===== src/pcr_consts.svh =====
// offsets, field positions, reset values and timing figures of the protection config bank
// assumes a 25 MHz mclk; included by bare name
`ifndef PCR_CONSTS_SVH
`define PCR_CONSTS_SVH

// ==========================================
// register select codes and reset values
`define PCR_SEL_PROT       1'h0
`define PCR_SEL_TURNOFF    1'h1
`define PCR_PROT_RESET     16'h0934
`define PCR_TURNOFF_RESET  16'h7741

// ==========================================
// first register field positions
`define PCR_F_UV_OFF       15
`define PCR_F_TSD_FLT_HI   14
`define PCR_F_TSD_FLT_LO   13
`define PCR_F_SAT_FLT      12
`define PCR_F_OV_OFF       11
`define PCR_F_MILLER_SRC   10
`define PCR_F_BLANK_HI     9
`define PCR_F_BLANK_LO     8
`define PCR_F_GM_OFF       7
`define PCR_F_MILLER_OFF   6
`define PCR_F_CCLAMP_ON    5
`define PCR_F_SAT_ON       4
`define PCR_F_SC_OFF       3
`define PCR_F_OC_OFF       2
`define PCR_F_TSD_ON       1
`define PCR_F_NEG_ON       0

// ==========================================
// second register field positions
`define PCR_F_GM_SOFT_OFF  15
`define PCR_F_THR_HI       14
`define PCR_F_THR_LO       11
`define PCR_F_CHG_HI       10
`define PCR_F_CHG_LO       9
`define PCR_F_PULLDN       8
`define PCR_F_MTH_HI       7
`define PCR_F_MTH_LO       6
`define PCR_F_STO_HI       5
`define PCR_F_STO_LO       4
`define PCR_F_MODE_HI      3
`define PCR_F_MODE_LO      1
`define PCR_F_MUTE_ON      0
`define PCR_MODE_TWO_LEVEL 2

// ==========================================
// timing: figures in ns, counts rounded up (filter and blank times are minimums)
`define PCR_CLK_NS         40
`define PCR_CYC(ns)        (((ns) + `PCR_CLK_NS - 1) / `PCR_CLK_NS)
`define PCR_TSD_NS0        250
`define PCR_TSD_NS1        500
`define PCR_TSD_NS2        750
`define PCR_TSD_NS3        1000
`define PCR_SAT_NS0        158
`define PCR_SAT_NS1        316
`define PCR_BLK_NS0        500
`define PCR_BLK_NS1        1000
`define PCR_BLK_NS2        2500
`define PCR_BLK_NS3        4000
`define PCR_MUTE_NS        10000

`endif


===== src/pcr_pkg.sv =====
// types shared by the protection config bank
// assumes nothing beyond a SystemVerilog compiler
package pcr_pkg;

	// ==========================================
	// field types
	typedef logic [1:0] pcr_code2_t;
	typedef logic [2:0] pcr_mode_t;
	typedef logic [7:0] pcr_span_t;

endpackage


===== src/pcr_deglitch.sv =====
// level filter: output rises once the input has been high for span cycles
// assumes input already synchronised to mclk
module pcr_deglitch #(
	parameter int W = 8
) (
	input  wire logic         mclk,
	input  wire logic         rst_n,
	input  wire logic         level,
	input  wire logic [W-1:0] span,
	output logic              hit
);

	logic [W-1:0] count;
	logic [W-1:0] next_count;
	logic         next_hit;

	// ==========================================
	// counter saturates so a long steady level never wraps
	always_comb begin
		next_count = count;
		next_hit   = 1'b0;
		if (!level) begin
			next_count = '0;
		end else if (count < span) begin
			next_count = W'(count + 1'b1);
		end else begin
			next_hit = 1'b1;
		end
	end

	always_ff @(posedge mclk) begin
		if (!rst_n) begin
			count <= '0;
			hit   <= 1'b0;
		end else begin
			count <= next_count;
			hit   <= next_hit;
		end
	end

endmodule


===== src/pcr_top.sv =====
// protection configuration register bank with the filters and fault steering it controls
// assumes the serial config port is decoded upstream into sel/write/data on mclk;
// trip and pwm inputs come from pins and are synchronised here
`include "pcr_consts.svh"

module pcr_top #(
	parameter int MUTE_CYCLES = `PCR_CYC(`PCR_MUTE_NS)
) (
	input  wire logic        mclk,
	input  wire logic        rst_n,
	input  wire logic        cfg_sel,
	input  wire logic        cfg_wr,
	input  wire logic [15:0] cfg_wdata,
	output logic      [15:0] cfg_rdata,
	input  wire logic        thermal_trip_in,
	input  wire logic        saturation_trip_in,
	input  wire logic        short_trip_in,
	input  wire logic        overcurrent_trip_in,
	input  wire logic        gate_fault_in,
	input  wire logic        pwm_in,
	output logic [15:0]      protection_enable_config,
	output logic [15:0]      desat_turnoff_config,
	output logic             thermal_fault,
	output logic             saturation_fault,
	output logic             short_fault,
	output logic             overcurrent_fault,
	output logic             gate_monitor_fault,
	output logic             soft_off_req,
	output logic             two_level_req,
	output logic             pwm_muted,
	output logic             pwm_out
);

	// ==========================================
	// timing lookups
	function automatic pcr_pkg::pcr_span_t tsd_span(input pcr_pkg::pcr_code2_t code);
		case (code)
			2'h0:    tsd_span = 8'(`PCR_CYC(`PCR_TSD_NS0));
			2'h1:    tsd_span = 8'(`PCR_CYC(`PCR_TSD_NS1));
			2'h2:    tsd_span = 8'(`PCR_CYC(`PCR_TSD_NS2));
			default: tsd_span = 8'(`PCR_CYC(`PCR_TSD_NS3));
		endcase
	endfunction

	function automatic pcr_pkg::pcr_span_t blank_span(input pcr_pkg::pcr_code2_t code);
		case (code)
			2'h0:    blank_span = 8'(`PCR_CYC(`PCR_BLK_NS0));
			2'h1:    blank_span = 8'(`PCR_CYC(`PCR_BLK_NS1));
			2'h2:    blank_span = 8'(`PCR_CYC(`PCR_BLK_NS2));
			default: blank_span = 8'(`PCR_CYC(`PCR_BLK_NS3));
		endcase
	endfunction

	// true when the turnoff mode covers a fault of the given reach (1 sc/desat, 2 +oc, 3 +tsd)
	function automatic logic mode_covers(input pcr_pkg::pcr_mode_t mode, input pcr_pkg::pcr_code2_t reach);
		mode_covers = (mode[1:0] != 2'h0) && (mode[1:0] >= reach);
	endfunction

	// ==========================================
	// register file
	logic [15:0] next_prot;
	logic [15:0] next_turnoff;
	logic [15:0] next_rdata;

	always_comb begin
		next_prot    = protection_enable_config;
		next_turnoff = desat_turnoff_config;
		if (cfg_wr && cfg_sel == `PCR_SEL_PROT) begin
			next_prot = cfg_wdata;
		end
		if (cfg_wr && cfg_sel == `PCR_SEL_TURNOFF) begin
			next_turnoff = cfg_wdata;
		end
		// read data follows the selected register one cycle later
		next_rdata = (cfg_sel == `PCR_SEL_PROT) ? protection_enable_config : desat_turnoff_config;
	end

	always_ff @(posedge mclk) begin
		if (!rst_n) begin
			protection_enable_config <= `PCR_PROT_RESET;
			desat_turnoff_config     <= `PCR_TURNOFF_RESET;
			cfg_rdata                <= 16'h0000;
		end else begin
			protection_enable_config <= next_prot;
			desat_turnoff_config     <= next_turnoff;
			cfg_rdata                <= next_rdata;
		end
	end

	// ==========================================
	// pin synchronisers; stage one read only by stage two
	logic [5:0] sync1;
	logic [5:0] sync2;
	logic       pwm_d;

	always_ff @(posedge mclk) begin
		if (!rst_n) begin
			sync1 <= 6'h00;
			sync2 <= 6'h00;
			pwm_d <= 1'b0;
		end else begin
			sync1 <= {pwm_in, gate_fault_in, overcurrent_trip_in, short_trip_in, saturation_trip_in, thermal_trip_in};
			sync2 <= sync1;
			pwm_d <= sync2[5];
		end
	end

	// ==========================================
	// filters
	logic tsd_hit;
	logic sat_hit;
	logic blank_done;
	logic pwm_edge;

	assign pwm_edge = sync2[5] ^ pwm_d;

	pcr_deglitch #(.W(8)) u_tsd (
		.mclk  (mclk),
		.rst_n (rst_n),
		.level (sync2[0]),
		.span  (tsd_span(protection_enable_config[`PCR_F_TSD_FLT_HI:`PCR_F_TSD_FLT_LO])),
		.hit   (tsd_hit)
	);

	pcr_deglitch #(.W(8)) u_sat (
		.mclk  (mclk),
		.rst_n (rst_n),
		.level (sync2[1]),
		.span  (protection_enable_config[`PCR_F_SAT_FLT] ? 8'(`PCR_CYC(`PCR_SAT_NS1)) : 8'(`PCR_CYC(`PCR_SAT_NS0))),
		.hit   (sat_hit)
	);

	// blanking restarts on every pwm edge; the filter counts quiet cycles since
	pcr_deglitch #(.W(8)) u_blank (
		.mclk  (mclk),
		.rst_n (rst_n),
		.level (!pwm_edge),
		.span  (blank_span(protection_enable_config[`PCR_F_BLANK_HI:`PCR_F_BLANK_LO])),
		.hit   (blank_done)
	);

	// ==========================================
	// fault qualification and turnoff steering
	pcr_pkg::pcr_mode_t mode;
	logic               next_tsd;
	logic               next_sat;
	logic               next_sc;
	logic               next_oc;
	logic               next_gm;
	logic               turnoff_hit;
	logic               next_soft;
	logic               next_two;

	assign mode = desat_turnoff_config[`PCR_F_MODE_HI:`PCR_F_MODE_LO];

	always_comb begin
		next_tsd = tsd_hit && protection_enable_config[`PCR_F_TSD_ON];
		next_sat = sat_hit && protection_enable_config[`PCR_F_SAT_ON];
		next_sc  = sync2[2] && !protection_enable_config[`PCR_F_SC_OFF];
		next_oc  = sync2[3] && !protection_enable_config[`PCR_F_OC_OFF];
		// codes 0 and 4 reach nothing
		turnoff_hit = ((next_sc || next_sat) && mode_covers(mode, 2'h1))
			|| (next_oc && mode_covers(mode, 2'h2))
			|| (next_tsd && mode_covers(mode, 2'h3));
		next_soft = turnoff_hit && !mode[`PCR_MODE_TWO_LEVEL];
		next_two  = turnoff_hit && mode[`PCR_MODE_TWO_LEVEL];
		// monitor may be held off while a turnoff is running
		next_gm = sync2[4] && blank_done && !protection_enable_config[`PCR_F_GM_OFF]
			&& !((soft_off_req || two_level_req) && desat_turnoff_config[`PCR_F_GM_SOFT_OFF]);
	end

	always_ff @(posedge mclk) begin
		if (!rst_n) begin
			thermal_fault      <= 1'b0;
			saturation_fault   <= 1'b0;
			short_fault        <= 1'b0;
			overcurrent_fault  <= 1'b0;
			gate_monitor_fault <= 1'b0;
			soft_off_req       <= 1'b0;
			two_level_req      <= 1'b0;
		end else begin
			thermal_fault      <= next_tsd;
			saturation_fault   <= next_sat;
			short_fault        <= next_sc;
			overcurrent_fault  <= next_oc;
			gate_monitor_fault <= next_gm;
			soft_off_req       <= next_soft;
			two_level_req      <= next_two;
		end
	end

	// ==========================================
	// pwm mute after short, overcurrent or overtemperature
	logic [15:0] mute_count;
	logic [15:0] next_mute_count;
	logic        mute_trigger;
	logic        next_muted;
	logic        next_pwm;

	always_comb begin
		mute_trigger    = (next_sc || next_oc || next_tsd) && desat_turnoff_config[`PCR_F_MUTE_ON];
		next_mute_count = mute_count;
		if (mute_trigger) begin
			// retriggers while a fault stays present
			next_mute_count = 16'(MUTE_CYCLES);
		end else if (mute_count != 16'h0000) begin
			next_mute_count = 16'(mute_count - 1'b1);
		end
		next_muted = next_mute_count != 16'h0000;
		next_pwm   = sync2[5] && !next_muted;
	end

	always_ff @(posedge mclk) begin
		if (!rst_n) begin
			mute_count <= 16'h0000;
			pwm_muted  <= 1'b0;
			pwm_out    <= 1'b0;
		end else begin
			mute_count <= next_mute_count;
			pwm_muted  <= next_muted;
			pwm_out    <= next_pwm;
		end
	end

	// lockout, clamp and source bits leave on protection_enable_config

endmodule


===== config.mk =====
export PLATFORM = sky130hd
export DESIGN_NAME = pcr_top
export DESIGN_NICKNAME = d
export VERILOG_FILES = /design/src/pcr_pkg.sv /design/src/pcr_deglitch.sv /design/src/pcr_top.sv
export VERILOG_INCLUDE_DIRS = /design/src
export SDC_FILE = /design/constraint.sdc
export NUM_CORES = 1
export LEC_CHECK = 0
export BUFFER_PORTS_ARGS = -buffer_cell sky130_fd_sc_hd__buf_4
export CAP_MARGIN = 15
export CORE_MARGIN = 1
export CORE_UTILIZATION = 51
export CTS_CLUSTER_DIAMETER = 100
export CTS_CLUSTER_SIZE = 14
export DETAILED_ROUTE_END_ITERATION = 10
export GPL_ROUTABILITY_DRIVEN = 0
export PLACE_DENSITY = 0.76
export SYNTH_ARGS = -nofsm -noshare
export SYNTH_HDL_FRONTEND = slang
export SYNTH_HIERARCHICAL = 1
export SYNTH_SLANG_ARGS = --single-unit
export TNS_END_PERCENT = 1

===== constraint.sdc =====
create_clock -name mclk -period 2.3 [get_ports mclk]
set_input_delay 0.345 -clock mclk [delete_from_list [all_inputs] [get_ports mclk]]
set_output_delay 0.345 -clock mclk [all_outputs]
set_load 0.05 [all_outputs]

==> flow_metrics.env <==
export IMPL_netlist_instances=585
export IMPL_cts_tree="built"
export IMPL_leakage_nw=2.87
export IMPL_setup_tns_ns=-0.0259
export IMPL_multi_input_area_um2=2740
export IMPL_clk_insertion_delay_late_ns=0.50
export IMPL_finalSetupViolCount=1
export IMPL_area_growth_pct=29.5
export IMPL_hp_start="saturation_trip_in"
export IMPL_htreeDepth=4
export IMPL_tightestPinTransition_ns=0.652
export IMPL_core_area_um2=9770
export IMPL_gr_total_overflow=0
export IMPL_clk_pin_slew_ns=0.06
export IMPL_ys_seq_area_share_pct=44.1
export IMPL_power_density_nw_per_um2=1020
export IMPL_syn_cell_area_um2=5130
export IMPL_fin_skew_ns=0.00728
export IMPL_synth_main_ff_cell="dfxtp_1"
export IMPL_dr_total_vias=4411
export IMPL_dpl_cell_area_um2=5980
export IMPL_grt_pass1_vias=4125
export IMPL_fillerInstances=751
export IMPL_die_w_um=102
export IMPL_fin_crit_ns=2.33
export IMPL_final_layout_size_suffix_gt1_share_pct=23.1
export IMPL_critPathCapture="u_blank/count[7]"
export IMPL_final_cells=833
export IMPL_end_kind="flip-flop"
export IMPL_holdPathStages=2
export IMPL_yosys_warnings=6
export IMPL_cts_max_path_buffers=2
export IMPL_routed_wl_mm=12.0
export IMPL_hold_path_class="input pin to flip-flop"
export IMPL_arrival_ns=2.76
export IMPL_crit_fanout=7
export IMPL_dieArea_um2=10500
export IMPL_reg2reg_from="protection_enable_config[8]"
export IMPL_rows=36
export IMPL_ff2ff_setup_slack_ns=-0.03
export IMPL_r2r_cells=10
export IMPL_portBuffers=82
export IMPL_fp_dieH_um=102
export IMPL_layout_setup_ws_ns=-0.0259
export IMPL_via_per_inst=5.30
export IMPL_hpwl_mm=8.20
export IMPL_r2r_end="u_blank/count[7]"
export IMPL_slew_headroom_pct=56.4
export IMPL_syn_avg_cell_area_um2=8.76
export IMPL_ys_ff_latch=113
export IMPL_seqCellArea_um2=2270
export IMPL_synth_edf_count=0
export IMPL_worstSetupPathType="flip-flop to flip-flop"
export IMPL_rsz0062_at_grt="true"
export IMPL_slew_violations=0
export IMPL_routedWlPerCell_um=14.4
export IMPL_worst_setup_path_start_kind="flip-flop"
export IMPL_fin_crit_sh_pct=101
export IMPL_fin_nets=742
export IMPL_async_reset_ff_share_pct=0
export IMPL_startpoint="protection_enable_config[8]"
export IMPL_violations="setup timing"
export IMPL_grt_max_degree=46
export IMPL_place_inst=800
export IMPL_drtIter0Drc=189
export IMPL_drv_cap=0
export IMPL_numCtsBuffers=17
export IMPL_fin_area_um2=6640
export IMPL_grt_pass1_wl_mm=19.2
export IMPL_fmax_mhz=430
export IMPL_grt_antenna_before_repair=0
export IMPL_synth_cell_types=50
export IMPL_io_pins=83
export IMPL_drc=0
export IMPL_ant_nets=0
export IMPL_drt_first_pass_iters=4
export IMPL_crit_required_ns=2.74
export IMPL_cts_sinks=113
export IMPL_root_buffer="clkbuf_8"
export IMPL_finalHoldViolations=0
export IMPL_num_antenna_cells=0
export IMPL_grtUsageTotal_pct=23.8
export IMPL_ir_worst_vdd_uv=581
export IMPL_start_util_pct=52.5
export IMPL_status="complete, but fails checks"
export IMPL_post_cts_buffers=0
==> kinds of logic (layout without fill, tap and decap cells) <==
| group | count (synthesis) | count (layout) | share of synthesized area, % |
|---|---|---|---|
| AND/OR/NAND/NOR | 254 | 254 | 26.3 |
| other | 2 | 11 | 0.146 |
| AO/OA/AOI/OAI | 93 | 94 | 11.3 |
| buffers and inverters | 61 | 166 | 4.88 |
| XOR/XNOR | 13 | 13 | 2.22 |
| flip-flops | 113 | 113 | 44.1 |
| adder cells (fa/ha/maj) | 29 | 29 | 7.08 |
| multiplexers | 20 | 20 | 3.90 |
==> Yosys cell counts (2+ instances only) <==
| library cell | count | share of area, % |
|---|---|---|
| o21a_1 | 2 | 0.29 |
| dfxtp_1 | 113 | 44 |
| conb_1 | 2 | 0.15 |
| a22o_1 | 2 | 0.34 |
| and2_1 | 26 | 3.2 |
| inv_1 | 37 | 2.7 |
| a211o_1 | 3 | 0.51 |
| nor2b_1 | 22 | 2.7 |
| buf_2 | 5 | 0.49 |
| o31ai_1 | 3 | 0.44 |
| clkbuf_1 | 16 | 1.2 |
| o21ai_1 | 3 | 0.29 |
| nor4_4 | 2 | 0.83 |
| buf_6 | 2 | 0.44 |
| nor3_1 | 8 | 0.78 |
| a211oi_2 | 3 | 0.73 |
| nand3_1 | 21 | 2.0 |
| ha_1 | 29 | 7.1 |
| a211oi_1 | 3 | 0.44 |
| mux2i_1 | 20 | 3.9 |
| nand2_1 | 87 | 6.4 |
| o21ai_0 | 20 | 2.0 |
| nand2b_1 | 2 | 0.24 |
| nand4_1 | 14 | 1.7 |
| a21boi_0 | 11 | 1.6 |
| nor4_2 | 3 | 0.73 |
| or4_1 | 4 | 0.59 |
| nor4_1 | 2 | 0.24 |
| a21oi_1 | 37 | 3.6 |
| nor2_1 | 32 | 2.3 |
| xor2_1 | 6 | 1.0 |
| or3_1 | 17 | 2.1 |
| nand4b_1 | 2 | 0.34 |
| xnor2_1 | 7 | 1.2 |
| and3_1 | 3 | 0.37 |
| a31oi_1 | 2 | 0.24 |
==> metrics by stage <==
| stage | setup slack (ns) | util [%] | hold slack [ns] | total power [W] |
|---|---|---|---|---|
| after floorplan | -0.0336 | - | 0.412 | 0.00374 |
| after global placement | 0.00749 | 61.1 | 0.413 | 0.00411 |
| after global routing | -0.0898 | 67.9 | 0.0305 | 0.00717 |
| final | -0.0259 | 67.9 | 0.0470 | 0.00680 |
| after CTS | 0.00171 | 67.3 | 0.0321 | 0.00679 |
| after detailed placement | -0.0602 | 61.1 | 0.420 | 0.00415 |
==> worst min path at each step <==
stage	to	slack (ns)
2_1_floorplan	sync2[0]	0.41
3_3_place_gp	sync2[0]	0.41
3_5_place_dp	sync2[2]	0.42
4_1_cts	sync1[3]	0.03
5_1_grt	sync1[0]	0.03
6_report	sync1[1]	0.05
==> layout by cell type, fill, tap and decap left out, drive strengths merged, types with 17 or more instances in the layout <==
cell type / synthesis / routed
dfxtp: 113 / 113
buf: 8 / 97
nand2: 87 / 87
inv: 37 / 41
a21oi: 37 / 37
nor2: 32 / 32
ha: 29 / 29
and2: 27 / 27
o21ai: 23 / 23
nor2b: 22 / 22
nand3: 22 / 22
mux2i: 20 / 20
or3: 17 / 17
clkbuf: 16 / 17
==> state kept, by name, indices dropped and copies added, names as in the netlist, 6 cells and up <==
name	cells
cfg_rdata	16
protection_enable_config	16
u_blank/count	8
sync1	6
sync2	6
desat_turnoff_config	16
u_tsd/count	8
u_sat/count	8
mute_count	16
==> what timing repair did <==
item                       4_1_cts  5_1_grt
resized for setup                1       11
pin swaps                        1       11
gates cloned                     1        0
hold buffers                     0        0
setup endpoints to repair        6        8
==> per-layer routing <==
metal | wire, µm | track usage, % | vias up
met4 | 179 | 8.57 | 0
li1 | - | - | 2204
met1 | 5390 | 29.6 | 2060
met3 | 661 | 6.50 | 18
met5 | 0 | 0 | -
met2 | 5780 | 39.7 | 129
==> where the power goes <==
part | total [W] | internal (W) | switching (W)
Sequential | 0.00243 | 0.00216 | 0.000275
Combinational | 0.00176 | 0.000783 | 0.000975
Clock | 0.00261 | 0.00166 | 0.000950
Total | 0.00680 | 0.00460 | 0.00220
==> final cells by class <==
type | count | share of cell area (%)
clock buffer | 17 | 6.24
clock inverter | 15 | 2.75
inverter | 37 | 2.13
multi-input combinational | 421 | 41.2
sequential | 113 | 34.2
tap | 133 | 2.51
timing repair buffer | 97 | 11.0
==> critical path, stage by stage (launching register included) <==
cell,delay (ns)
dfxtp_4,0.38
inv_4,0.04
ha_4,0.15
or2_4,0.24
inv_2,0.06
ha_4,0.20
a211oi_4,0.21
nor2_2,0.07
a211o_2,0.37
or4_4,0.43
a21oi_2,0.12
No activity file was read; power rests on OpenSTA's default activity.
